File: src/inc/pms_pkg.sv
// pms_pkg: modes, pin codes, register map, field layout, reset values and timing
// of the power mode sequencer and its host; used by both ends and the link interface.
package pms_pkg;

    typedef enum logic [1:0] {PMS_NORMAL, PMS_REDUCED, PMS_LOW, PMS_SLEEP} pms_mode_t;

    // pin pair written {high pin, low pin}
    localparam logic [1:0] PIN_NORMAL = 2'h1;
    localparam logic [1:0] PIN_REDUCED = 2'h0;
    localparam logic [1:0] PIN_LOW = 2'h2;
    localparam logic [1:0] PIN_SLEEP = 2'h3;

    localparam int ADDR_W = 8;
    localparam int DATA_W = 32;
    localparam int MAV_W = 20;
    localparam int LPC_W = 6;
    localparam int TCNT_W = 8;

    // device register offsets
    localparam logic [7:0] REG_STATUS_B = 8'h00;
    localparam logic [7:0] REG_MASK_B = 8'h04;
    localparam logic [7:0] REG_LP_LEVEL = 8'h08;
    localparam logic [7:0] REG_SECONDARY_CONFIG_REG = 8'h0C;
    localparam logic [7:0] REG_GAIN = 8'h10;
    localparam logic [7:0] REG_MAV_A = 8'h14;
    localparam logic [7:0] REG_MAV_B = 8'h18;
    localparam logic [7:0] REG_MAV_C = 8'h1C;

    localparam int DONE_BIT = 15;
    localparam int LP_THR_LSB = 0;
    localparam int LP_PER_LSB = 3;
    localparam logic [7:0] LP_LEVEL_RST = 8'h07;
    localparam logic [7:0] SECONDARY_CONFIG_REG_RST = 8'h00;
    localparam logic [15:0] MASK_RST = 16'h0000;
    localparam logic [2:0] GAIN_RST = 3'h1;
    localparam logic [2:0] GAIN_OK_A = 3'h1;
    localparam logic [2:0] GAIN_OK_B = 3'h2;

    // host register offsets and bits
    localparam logic [7:0] H_CTRL = 8'h00;
    localparam logic [7:0] H_DATA = 8'h04;
    localparam logic [7:0] H_CMD = 8'h08;
    localparam logic [7:0] H_STAT = 8'h0C;
    localparam int CTRL_AUTO_BIT = 2;
    localparam int CMD_WR_BIT = 8;

    // timing at the 40 MHz system clock
    localparam int CLK_HZ = 40_000_000;
    localparam int LP_UNIT_MS = 20;
    localparam int LP_UNIT_CYC_DEF = CLK_HZ / 1000 * LP_UNIT_MS;
    localparam int TRANS_NS = 1000;
    localparam int TRANS_CYC = (TRANS_NS * (CLK_HZ / 1_000_000) + 999) / 1000;

    function automatic pms_mode_t pms_decode(input logic [1:0] pins);
        unique case (pins)
            PIN_NORMAL: pms_decode = PMS_NORMAL;
            PIN_REDUCED: pms_decode = PMS_REDUCED;
            PIN_LOW: pms_decode = PMS_LOW;
            PIN_SLEEP: pms_decode = PMS_SLEEP;
        endcase
    endfunction

    function automatic logic [1:0] pms_encode(input pms_mode_t m);
        unique case (m)
            PMS_NORMAL: pms_encode = PIN_NORMAL;
            PMS_REDUCED: pms_encode = PIN_REDUCED;
            PMS_LOW: pms_encode = PIN_LOW;
            PMS_SLEEP: pms_encode = PIN_SLEEP;
        endcase
    endfunction

    function automatic logic pms_is_mav(input logic [7:0] a);
        pms_is_mav = (a == REG_MAV_A) || (a == REG_MAV_B) || (a == REG_MAV_C);
    endfunction

endpackage

File: src/inc/pms_link_if.sv
// pms_link_if: mode pins, two interrupt lines and the register port between
// host and sequencer; both ends share clk_i, interrupt lines are active low.
`timescale 1ns/1ps
interface pms_link_if;
    logic mode_hi;
    logic mode_lo;
    logic irq_a_n;
    logic irq_b_n;
    logic [pms_pkg::ADDR_W-1:0] sp_addr;
    logic [pms_pkg::DATA_W-1:0] sp_wdata;
    logic sp_wr;
    logic sp_rd;
    logic [pms_pkg::DATA_W-1:0] sp_rdata;

    modport dev (
        input mode_hi, mode_lo, sp_addr, sp_wdata, sp_wr, sp_rd,
        output irq_a_n, irq_b_n, sp_rdata
    );
    modport host (
        output mode_hi, mode_lo, sp_addr, sp_wdata, sp_wr, sp_rd,
        input irq_a_n, irq_b_n, sp_rdata
    );
endinterface

File: src/hdl/pms_device.sv
// pms_device: power mode sequencer of the metering device: mode decode,
// transitions with register default/retain, mean absolute values, low power check.
// assumes one clock shared with the host; phase samples arrive with a valid strobe.
//
// Design decisions made here: strobed register access and the placing of the registers.
`timescale 1ns/1ps
module pms_device #(
    parameter int SAMPLE_W = 24,
    parameter int MAV_SHIFT = 4,
    parameter int LP_UNIT_CYC = pms_pkg::LP_UNIT_CYC_DEF
) (
    // clock and reset
    input wire logic clk_i,
    input wire logic rst_i,
    // link to the host
    pms_link_if.dev link,
    // phase current samples
    input wire logic sample_valid_i,
    input wire logic [2:0][SAMPLE_W-1:0] ph_net_i,
    input wire logic [2:0][SAMPLE_W-1:0] ph_pos_i,
    // status
    output pms_pkg::pms_mode_t mode_o,
    output logic busy_o
);
    import pms_pkg::*;

    localparam int SEG_W = $clog2(LP_UNIT_CYC + 1);

    typedef struct packed {
        logic [1:0] sync1;
        logic [1:0] sync2;
        pms_mode_t mode;
        logic busy;
        logic [TCNT_W-1:0] tcnt;
        logic done;
        logic mav_go;
        logic lp_a;
        logic lp_b;
        logic win_on;
        logic [SEG_W-1:0] seg;
        logic [4:0] per;
        logic [2:0] above;
        logic [2:0][LPC_W-1:0] cnt;
        logic [15:0] mask;
        logic [7:0] lp_lvl;
        logic [7:0] cfg2;
        logic [2:0] gain;
        logic [2:0][MAV_W-1:0] mav;
        logic [DATA_W-1:0] rdata;
    } pms_dev_st_t;

    pms_dev_st_t s_r;
    pms_dev_st_t s_nxt;

    always_comb begin
        pms_mode_t req;
        logic stable;
        logic [SAMPLE_W-1:0] absv;
        logic [MAV_W-1:0] mag;
        logic [SAMPLE_W-1:0] thr;
        logic hit;
        logic [LPC_W-1:0] lim;
        req = pms_decode(s_r.sync2);
        stable = 1'b0;
        absv = '0;
        mag = '0;
        thr = '0;
        hit = 1'b0;
        lim = '0;
        s_nxt = s_r;
        s_nxt.rdata = '0;
        // pin synchroniser, first stage read only by the second
        s_nxt.sync1 = {link.mode_hi, link.mode_lo};
        s_nxt.sync2 = s_r.sync1;

        if (req != s_r.mode) begin
            // flags of the old mode end with it; done reads 0 through the transition
            s_nxt.mode = req;
            s_nxt.busy = !(req == PMS_REDUCED && s_r.mode == PMS_NORMAL);
            s_nxt.tcnt = TCNT_W'(TRANS_CYC - 1);
            s_nxt.done = 1'b0;
            s_nxt.mav_go = 1'b0;
            s_nxt.lp_a = 1'b0;
            s_nxt.lp_b = 1'b0;
            s_nxt.win_on = 1'b0;
            if (req == PMS_NORMAL) begin
                // level and secondary_config_reg keep their contents
                s_nxt.mask = MASK_RST;
                s_nxt.gain = GAIN_RST;
            end
        end else if (s_r.busy) begin
            if (s_r.tcnt == '0) begin
                s_nxt.busy = 1'b0;
                unique case (s_r.mode)
                    PMS_NORMAL: s_nxt.done = 1'b1;
                    PMS_REDUCED: s_nxt.mav_go = 1'b1;
                    PMS_LOW: begin
                        s_nxt.win_on = 1'b1;
                        s_nxt.seg = '0;
                        s_nxt.per = '0;
                        s_nxt.cnt = '0;
                        s_nxt.above = '0;
                    end
                    PMS_SLEEP: ;
                endcase
            end else begin
                s_nxt.tcnt = s_r.tcnt - 1'b1;
            end
        end else begin
            stable = 1'b1;
        end

        // register port: full in normal, mean reads only in reduced, silent otherwise
        if (stable && link.sp_rd) begin
            if (s_r.mode == PMS_NORMAL) begin
                unique case (link.sp_addr)
                    REG_STATUS_B: s_nxt.rdata[DONE_BIT] = s_r.done;
                    REG_MASK_B: s_nxt.rdata[15:0] = s_r.mask;
                    REG_LP_LEVEL: s_nxt.rdata[7:0] = s_r.lp_lvl;
                    REG_SECONDARY_CONFIG_REG: s_nxt.rdata[7:0] = s_r.cfg2;
                    REG_GAIN: s_nxt.rdata[2:0] = s_r.gain;
                    REG_MAV_A: s_nxt.rdata[MAV_W-1:0] = s_r.mav[0];
                    REG_MAV_B: s_nxt.rdata[MAV_W-1:0] = s_r.mav[1];
                    REG_MAV_C: s_nxt.rdata[MAV_W-1:0] = s_r.mav[2];
                    default: s_nxt.rdata = '0;
                endcase
            end else if (s_r.mode == PMS_REDUCED && pms_is_mav(link.sp_addr)) begin
                unique case (link.sp_addr)
                    REG_MAV_A: s_nxt.rdata[MAV_W-1:0] = s_r.mav[0];
                    REG_MAV_B: s_nxt.rdata[MAV_W-1:0] = s_r.mav[1];
                    default: s_nxt.rdata[MAV_W-1:0] = s_r.mav[2];
                endcase
            end
        end
        if (stable && link.sp_wr && s_r.mode == PMS_NORMAL) begin
            unique case (link.sp_addr)
                REG_STATUS_B: begin
                    if (link.sp_wdata[DONE_BIT]) begin
                        s_nxt.done = 1'b0;
                    end
                end
                REG_MASK_B: s_nxt.mask = link.sp_wdata[15:0];
                REG_LP_LEVEL: s_nxt.lp_lvl = link.sp_wdata[7:0];
                REG_SECONDARY_CONFIG_REG: s_nxt.cfg2 = link.sp_wdata[7:0];
                REG_GAIN: s_nxt.gain = link.sp_wdata[2:0];
                default: ;
            endcase
        end

        // mean absolute value, a first order average of |net current|
        if (stable && sample_valid_i && (s_r.mode == PMS_NORMAL || s_r.mode == PMS_REDUCED))
        begin
            for (int i = 0; i < 3; i++) begin
                absv = ph_net_i[i][SAMPLE_W-1] ? SAMPLE_W'(-ph_net_i[i]) : ph_net_i[i];
                mag = absv[SAMPLE_W-2 -: MAV_W];
                s_nxt.mav[i] = s_r.mav[i] - (s_r.mav[i] >> MAV_SHIFT) + (mag >> MAV_SHIFT);
            end
        end

        // low power window
        if (stable && s_r.mode == PMS_LOW && s_r.win_on) begin
            thr = {1'b0, s_r.lp_lvl[LP_THR_LSB +: 3], {(SAMPLE_W-4){1'b0}}};
            if (sample_valid_i) begin
                for (int i = 0; i < 3; i++) begin
                    // positive terminal only, one count per rise above threshold
                    hit = $signed(ph_pos_i[i]) > $signed(thr);
                    s_nxt.above[i] = hit;
                    if (hit && !s_r.above[i] && s_r.cnt[i] != '1) begin
                        s_nxt.cnt[i] = s_r.cnt[i] + 1'b1;
                    end
                end
            end
            if (s_r.seg == SEG_W'(LP_UNIT_CYC - 1)) begin
                s_nxt.seg = '0;
                if (s_r.per == s_r.lp_lvl[LP_PER_LSB +: 5]) begin
                    lim = LPC_W'(s_r.lp_lvl[LP_PER_LSB +: 5]) + 1'b1;
                    s_nxt.win_on = 1'b0;
                    if (s_r.cnt[0] >= lim || s_r.cnt[1] >= lim || s_r.cnt[2] >= lim) begin
                        s_nxt.lp_b = 1'b1;
                    end else begin
                        s_nxt.lp_a = 1'b1;
                    end
                end else begin
                    s_nxt.per = s_r.per + 1'b1;
                end
            end else begin
                s_nxt.seg = s_r.seg + 1'b1;
            end
        end
    end

    always_ff @(posedge clk_i or posedge rst_i) begin
        if (rst_i) begin
            s_r <= '0;
            s_r.sync1 <= PIN_NORMAL;
            s_r.sync2 <= PIN_NORMAL;
            s_r.mode <= PMS_NORMAL;
            s_r.mask <= MASK_RST;
            s_r.lp_lvl <= LP_LEVEL_RST;
            s_r.cfg2 <= SECONDARY_CONFIG_REG_RST;
            s_r.gain <= GAIN_RST;
        end else begin
            s_r <= s_nxt;
        end
    end

    // done drives line B whatever the mask holds
    assign link.irq_b_n = !(s_r.done || s_r.mav_go || s_r.lp_b);
    assign link.irq_a_n = !s_r.lp_a;
    assign link.sp_rdata = s_r.rdata;
    assign mode_o = s_r.mode;
    assign busy_o = s_r.busy;

endmodule // pms_device

File: src/flat_wrapper.sv
// flat-port wrapper written by rule: the top's interface ports become plain ports
module pms_device_flat import pms_pkg::*;
#(
    parameter int SAMPLE_W = 24,
    parameter int MAV_SHIFT = 4,
    parameter int LP_UNIT_CYC = pms_pkg::LP_UNIT_CYC_DEF
)
  (clk_i, rst_i, sample_valid_i, ph_net_i, ph_pos_i, mode_o, busy_o, link_mode_hi, link_mode_lo, link_sp_addr, link_sp_wdata, link_sp_wr, link_sp_rd, link_irq_a_n, link_irq_b_n, link_sp_rdata);
  pms_link_if link_i ();
  input wire logic clk_i;
  input wire logic rst_i;
  input wire logic sample_valid_i;
  input wire logic [2:0][SAMPLE_W-1:0] ph_net_i;
  input wire logic [2:0][SAMPLE_W-1:0] ph_pos_i;
  output pms_pkg::pms_mode_t mode_o;
  output logic busy_o;
  input wire logic [$bits(link_i.mode_hi)-1:0] link_mode_hi;
  input wire logic [$bits(link_i.mode_lo)-1:0] link_mode_lo;
  input wire logic [$bits(link_i.sp_addr)-1:0] link_sp_addr;
  input wire logic [$bits(link_i.sp_wdata)-1:0] link_sp_wdata;
  input wire logic [$bits(link_i.sp_wr)-1:0] link_sp_wr;
  input wire logic [$bits(link_i.sp_rd)-1:0] link_sp_rd;
  output wire logic [$bits(link_i.irq_a_n)-1:0] link_irq_a_n;
  output wire logic [$bits(link_i.irq_b_n)-1:0] link_irq_b_n;
  output wire logic [$bits(link_i.sp_rdata)-1:0] link_sp_rdata;
  assign link_i.mode_hi = link_mode_hi;
  assign link_i.mode_lo = link_mode_lo;
  assign link_i.sp_addr = link_sp_addr;
  assign link_i.sp_wdata = link_sp_wdata;
  assign link_i.sp_wr = link_sp_wr;
  assign link_i.sp_rd = link_sp_rd;
  assign link_irq_a_n = link_i.irq_a_n;
  assign link_irq_b_n = link_i.irq_b_n;
  assign link_sp_rdata = link_i.sp_rdata;
  pms_device #(.SAMPLE_W(SAMPLE_W), .MAV_SHIFT(MAV_SHIFT), .LP_UNIT_CYC(LP_UNIT_CYC)) u_core (.clk_i(clk_i), .rst_i(rst_i), .link(link_i), .sample_valid_i(sample_valid_i), .ph_net_i(ph_net_i), .ph_pos_i(ph_pos_i), .mode_o(mode_o), .busy_o(busy_o));
endmodule
File: config.mk
export PLATFORM = sky130hd
export DESIGN_NAME = pms_device_flat
export DESIGN_NICKNAME = d
export VERILOG_FILES = /design/src/inc/pms_pkg.sv /design/src/inc/pms_link_if.sv /design/src/hdl/pms_device.sv /design/src/flat_wrapper.sv
export SDC_FILE = /design/constraint.sdc
export NUM_CORES = 1
export LEC_CHECK = 0
export BUFFER_PORTS_ARGS = -buffer_cell sky130_fd_sc_hd__buf_2
export CAP_MARGIN = 20
export CORE_ASPECT_RATIO = 1.75
export CORE_UTILIZATION = 58
export DETAILED_ROUTE_END_ITERATION = 8
export PLACE_DENSITY = 0.82
export SLEW_MARGIN = 5
export SYNTH_ARGS = -nofsm -noshare
export SYNTH_HDL_FRONTEND = slang
export SYNTH_SLANG_ARGS = --single-unit
export TNS_END_PERCENT = 50
File: constraint.sdc
create_clock -name clk_i -period 7.4 [get_ports clk_i]
set_clock_uncertainty 0.1 [all_clocks]
set_input_delay 0.37 -clock clk_i [delete_from_list [all_inputs] [get_ports clk_i]]
set_output_delay 0.37 -clock clk_i [all_outputs]
set_load 0.01 [all_outputs]
Yosys cells after proc, flatten, opt, wreduce, memory -nomap -nowiden. Index checks and enable logic that the tools add are counted.

Order comparisons: 6. $add $sub $neg: 16. Shift-type cells: 0. Muxes and demuxes: 52. Bitwise gates (word level): 0. $mul: 0. Reduce and logical (&&, ||, !) cells: 44. Equal/unequal tests: 21. Divide/modulo/power cells: 0.

Operators with widths (count): 2-to-1 mux 47 bit (3); 2-to-1 mux 20 bit (4); > comparator 24 bit (3); 2-to-1 mux 23 bit (3); negation 23 bit (3); adder 20 x 16 -> 20 bit (3); subtractor 20 x 16 -> 20 bit (3); 2-to-1 mux 49 bit (1); 2-to-1 mux 16 bit (3); 2-to-1 mux 46 bit (1); case mux 20 bit (2 select lines) (1); 2-to-1 mux 35 bit (1); == test 8 x 5 -> 1 bit (second input constant) (4); case mux 5 bit (6 select lines) (1); case mux 7 bit (4 select lines) (1); 2-to-1 mux 8 bit (3); 2-to-1 mux 11 bit (2); 2-to-1 mux 21 bit (1); case mux 3 bit (7 select lines) (1); adder 20 x 1 -> 20 bit (second input constant) (1); == test 20 bit (second input constant) (1); adder 6 x 1 -> 6 bit (second input constant) (3); >= comparator 6 bit (3); 2-to-1 mux 6 bit (3); 28 further kinds (86).

Logic and storage cells: 163. Output and inout bits: 37. RAM bits: 0. Latch bits: 0. Register bits after elaboration: 181. Input bits: 191. Memories: 0. ROM bits: 0.

Logic depth before layout (Yosys ltp). Gate-level depths: netlist of run 1.

Depth after elaboration: 9. Depth in mapped cells: 17. Mapped depth without buffers: 16.

Least setup slack after synthesis of run 1. OpenSTA, ideal clock, no wires.

Path kind: input port to flip-flop. From: input ph_net_i[2] (netlist name). To: register u_core.s_r[50] (netlist name). Path buffers: 1. Required time: 7167 ps. Cell stages on the path: 17. Setup slack: 2885 ps. Arrival: 4281 ps. Setup time: 133 ps. Path through: nor4_2 nand4bb_1 or3_4 or4_4 or4_4 o31ai_4 xnor2_1 fa_1 ha_1 clkbuf_1 a21o_1 a21o_1 a211o_1 o22a_1 o21ai_0 xor2_1 o21ai_0.

Longest elaborated chain between the ends: 3.

RTL lines: start, declared (line flat_wrapper.sv:13) `input wire logic [2:0][SAMPLE_W-1:0] ph_net_i;`; negation 23 bit (line pms_device.sv:154) `absv = ph_net_i[i][SAMPLE_W-1] ? SAMPLE_W'(-ph_net_i[i]) : ph_net_i[i];`; 2-to-1 mux 23 bit (line pms_device.sv:154); adder 20 x 16 -> 20 bit (line pms_device.sv:156) `s_nxt.mav[i] = s_r.mav[i] - (s_r.mav[i] >> MAV_SHIFT) + (mag >> MAV_SHIFT);`; end signal, assigned (line pms_device.sv:203) `s_r <= s_nxt;`; end, declared (line pms_device.sv:52) `pms_dev_st_t s_r;`.

No other way between the ends. A chain may end at the register's enable or synchronous reset.

Final worst setup path of run 1.
From: input ph_net_i[2] (netlist name). To: register u_core.s_r[51] (netlist name).

The elaborated chain is that of the path after synthesis.

==> impl_metrics.ini, run 1 <==
[clock_network]
cts_sinks = 181
postCtsSetupBuffers = 0
cts.path.max_buffers = 2
path_clk_slew_ps = 80
cts-root-buf = clkbuf_16
insertion_delay_ps = 460
cts_buffers = 17
tritoncts = built
h-tree-depth = 4

[power_and_ir_drop]
p_leak_nw = 7.26
p_per_area_nw_per_um2 = 399
vdd_drop_max_uv = 551
finalPower_mw = 6.33

[placement]
place_inst = 2032
dpl_cell_area_um2 = 15200
dp_slack_ps = 2380
place.port_buffers = 199
hpwl_mm = 29.1
gp_congestion = 0.941

[finish]
layout_commonest_cell = buf_2
layout-drive-gt1-share_pct = 15.8
antenna_cells = 0
design_area_um2 = 15900
fin_cells = 2068
final_core_util_pct = 66.0
syn_to_final_growth_pct = 11.7
final_nets = 2084
final_cell_mix = 199 x buf_2, 191 x nand2_1, 175 x dfrtp_1

[timing]
relSlewSlack_pct = 28.8
post-route-period-util_pct = 61.9
setup_tns_ps = 0
rsz0062_at_grt = false
setup_violations = 0
holdWs_ps = 29.7
final-max-slew-violation-count = 0
min_period_ps = 4580
setup_slack_ps = 2820
hold_viol_final = 0
fmax_mhz = 218
worst_pin_slew_ps = 1070

[run_status]
outcome = complete, no violations

[grt]
grtUsageTotal_pct = 31.4
grt_max_degree = 114
antenna_found_initial = 0
grt-ovfl-total = 0
grt_pass1_wl_mm = 62.0
first_global_vias = 12800

[critical_path]
crit_path_end_kind = register
criticalPathCategory = in -> reg
cp-startpoint = ph_net_i[2]
cp_data_required_time_ps = 7640
worstPathArrival_ps = 4820
r2r-start = u_core.s_r[189]
start_kind = input pin
cp_max_fo = 5

[route]
drc = 0
wl_mm = 37.6
viasPerCell = 6.07
postRouteAntennaNets = 0
wl_per_cell_um = 18.2
drtIter0Drc = 899
dr_total_vias = 12500
drt-pass1-iter-count = 5

[synth]
ys_seq_area_share_pct = 32.0
ys_warn_count = 0
synth-edff-count = 0
synth_flop_cell = dfrtp_1
syn_area_per_cell_um2 = 8.87
ys_ff_latch = 181
async_flop_share_pct = 100
synthDistinctLibCells = 79
postSynthCellCount = 1600
netlist_area_um2 = 14200

[floorplanning]
boundaryPins = 228
num_rows = 75
die_x_um = 120
core_um2 = 24000
die_area_um2 = 25100
dieHeight_um = 209
initial_core_util_pct = 59.1

[worst_hold_path]
hold_path.class = in -> reg
worstHoldStart = link_sp_wdata[13]

[flow_run]
max_cap_violations = 0
routing by layer:
layer / track usage, % / part of all wire [%] / wire length (µm) / up-vias
li1: - / - / - / 5942
met1: 35.3 / 37 / 14100 / 6031
met2: 53.6 / 51 / 19100 / 420
met3: 4.72 / 4.2 / 1590 / 156
met4: 23.0 / 7.4 / 2790 / 0
met5: 0 / 0 / 0 / -
logic make-up after synthesis:
| group | synth area share, % |
|---|---|
| multiplexers | 1.97 |
| flip-flops | 32.0 |
| adder cells (fa/ha/maj) | 15.4 |
| XOR/XNOR | 7.77 |
| AO/OA/AOI/OAI | 19.2 |
| buffers and inverters | 6.27 |
| AND/OR/NAND/NOR | 17.4 |
| other | 0.0264 |
cell type report:
| type | instances | area (µm²) |
|---|---|---|
| Tap cell | 308 | 385 |
| Multi-Input combinational cell | 1228 | 8840 |
| Clock inverter | 14 | 133 |
| Clock buffer | 18 | 429 |
| Fill cell | 2013 | 8170 |
| Timing Repair Buffer | 211 | 1110 |
| Sequential cell | 181 | 4540 |
| Inverter | 108 | 410 |
report_power, final:
| group | leakage, nW | internal [mW] | switching, mW |
|---|---|---|---|
| clock | 0.273 | 0.448 | 0.448 |
| combinational | 4.63 | 1.73 | 2.29 |
| sequential | 2.36 | 1.14 | 0.274 |
| total | 7.26 | 3.31 | 3.02 |
flip-flops by register name, indices dropped and copies added (netlist names):
name,cells
u_core.busy_o,1
u_core.link.sp_rdata,20
u_core.mode_o,2
u_core.s_nxt,2
u_core.s_r,156
path summary, 6_finish.rpt:
check                                       end  slack (ps)  cells after the start
worst min-delay path            u_core.s_r[124]          30                      3
min in group asynchronous       u_core.s_r[178]         410                      3
worst max-delay path             u_core.s_r[51]        2820                     17
max in group asynchronous       u_core.s_r[102]        5510                      4
worst min register to register  u_core.s_r[189]         260                      0
worst max register to register  u_core.s_r[102]        3900                     10
worst max-delay path: stages:
cell	delay, ps
buf_2	110
nor4_2	300
nand4bb_1	280
or3_4	430
or4_4	530
or4_4	460
o31ai_4	190
xnor2_1	180
fa_1	470
ha_1	390
nand2_1	120
o21ai_0	210
nor2_1	80
a21oi_1	220
a221o_1	230
o21bai_1	130
nand4_1	110
synthesized netlist by cell type, drive strengths merged, types with 24 or more instances:
cell / number / area share [%]
ha: 98 / 8.6
dfrtp: 175 / 31
a21oi: 56 / 2.0
a22oi: 38 / 2.0
fa: 48 / 6.8
xnor2: 73 / 4.5
nor4: 24 / 1.3
inv: 108 / 2.9
o21ai: 151 / 5.3
xor2: 53 / 3.3
nor3: 31 / 1.1
nand2: 191 / 5.0
nand4: 24 / 1.1
a21o: 34 / 1.8
buf: 39 / 2.0
clkbuf: 55 / 1.5
nor2: 98 / 2.6
nand3: 36 / 1.3
repair_timing:
item / 4_1_cts / 5_1_grt
gates resized for setup: 0 / 0
hold buffers: 2 / 1
hold endpoints to repair: 2 / 55
Power figures use the tool's default switching activity.
==> run 2, diff against run 1 <==
- clock period: 7.4 -> 4.35 ns (I/O delays scaled with it)
==> impl_metrics.ini, run 2 (synthesis results as in run 1) <==
[grt]
grtUsageTotal_pct = 32.4
antenna_found_initial = 1
grt-ovfl-total = 0
grt_pass1_wl_mm = 63.9
grt_max_degree = 118
first_global_vias = 13200

[floorplanning]
die_area_um2 = 25100
die_x_um = 120
core_um2 = 24000
num_rows = 75
dieHeight_um = 209
initial_core_util_pct = 59.1
boundaryPins = 228

[clock_network]
cts.path.max_buffers = 2
cts_sinks = 181
tritoncts = built
path_clk_slew_ps = 70
cts-root-buf = clkbuf_16
h-tree-depth = 4
cts_buffers = 17
insertion_delay_ps = 440

[flow_run]
max_cap_violations = 0

[critical_path]
criticalPathCategory = in -> reg
r2r-start = u_core.s_r[189]
crit_path_end_kind = register
r2r-end = u_core.s_r[96]
rrSetupSlack_ps = 750
cp-endpoint = u_core.s_r[51]
start_kind = input pin
cp_data_required_time_ps = 4630
cp_max_fo = 5
cp-startpoint = ph_net_i[2]
reg2reg_depth = 10
worstPathArrival_ps = 4470

[placement]
place.port_buffers = 199
hpwl_mm = 30.2
dp_slack_ps = -262
gp_congestion = 0.935

[route]
wl_met2_mm = 20.2
viasPerCell = 6.11
wl_met1_mm = 14.1
wl_per_cell_um = 18.4
wl_mm = 39.0
drt-pass1-iter-count = 5
drtIter0Drc = 982
wl_met3_mm = 2.07
drc = 0
dr_total_vias = 13000
maxUsedRoutingLayer = met5
postRouteAntennaNets = 0

[finish]
syn_to_final_growth_pct = 15.2
layout_commonest_cell = buf_2
final_nets = 2140
largest_reg_flops = 156
top_register = u_core.s_r
final_cell_mix = 199 x buf_2, 191 x nand2_1, 175 x dfrtp_1
antenna_cells = 0
layout-drive-gt1-share_pct = 17.7

[timing]
setup_tns_ps = 0
worst_pin_slew_ps = 998
rsz0062_at_grt = false
final-max-slew-violation-count = 0
min_period_ps = 4190
setup_slack_ps = 156
relSlewSlack_pct = 33.2
post-route-period-util_pct = 96.4
setup_violations = 0
hold_viol_final = 0
fmax_mhz = 238

[power_and_ir_drop]
p_per_area_nw_per_um2 = 696
p_leak_nw = 7.52
vdd_drop_max_uv = 617

[run_status]
outcome = complete, no violations

[worst_hold_path]
whs_path_depth = 4
hold_path.class = in -> reg
run 2: cell count changes in the layout (fill, tap and decap cells not counted), sizes merged:
cell	before	now
buf	208	247
clkbuf	18	19
bufinv	0	1
inv	119	112
clkinv	1	5
dlygate4sd3	3	20
clkinvlp	2	3
run 2: worst min-delay path by stage:
stage,startpoint,end,slack [ps]
floorplan,link_mode_lo,u_core.s_nxt[189],120
global placement,link_mode_lo,u_core.s_nxt[189],240
detailed placement,link_mode_hi,u_core.s_nxt[190],240
CTS,ph_pos_i[23],u_core.s_r[145],10
global route,ph_pos_i[23],u_core.s_r[145],20
finish,ph_pos_i[23],u_core.s_r[145],5
run 2: metal layers:
layer | GRT usage [%] | up-vias
met5 | 0 | -
met4 | 20.3 | 2
met3 | 5.49 | 174
met2 | 57.2 | 526
met1 | 35.5 | 6221
li1 | - | 6059
run 2: area by class of cell:
class                      instances  area (µm²)
clock inverter                    13         124
sequential                       181        4540
clock buffer                      19         443
multi-input combinational       1228        8890
tap                              308         385
inverter                         108         409
fill                            1971        7660
timing repair buffer             267        1570
run 2: per-stage QoR:
step	hold WS [ps]	cell area [µm²]	cells	total power, mW	utilization (%)
detailed placement	237	15500	2071	9.62	64.7
finish	5.28	16400	2124	11.4	68.1
global route	22.2	16400	2124	12.4	68.1
global placement	236	15500	2071	9.34	64.7
floorplan	122	14200	1611	7.59	-
CTS	12.1	16300	2123	11.2	67.9
run 2: power breakdown:
part           switching [mW]  internal (mW)  leakage (nW)
Combinational            4.11           3.34          4.88
Clock                   0.707          0.814         0.276
Sequential              0.479           1.94          2.36
Total                    5.29           6.09          7.52
run 2: what timing repair did:
action,4_1_cts,5_1_grt
hold buffers,20,0
setup buffers,0,1
gates resized for setup,0,7
endpoints found under the setup margin,0,2
hold endpoints to repair,70,0
run 2: worst max-delay path, stage by stage:
cell and delay [ps]:
buf_2 110, nor4_4 280, nand4bb_1 160, or3_4 350, or4_4 500, or4_4 450
buf_4 160, nand2_1 80, xnor2_1 130, fa_1 440, ha_1 370, a21oi_2 160
o21ai_0 90, nor2_1 210, a21oi_2 100, a221o_1 390, o21bai_1 180, nand4_1 100
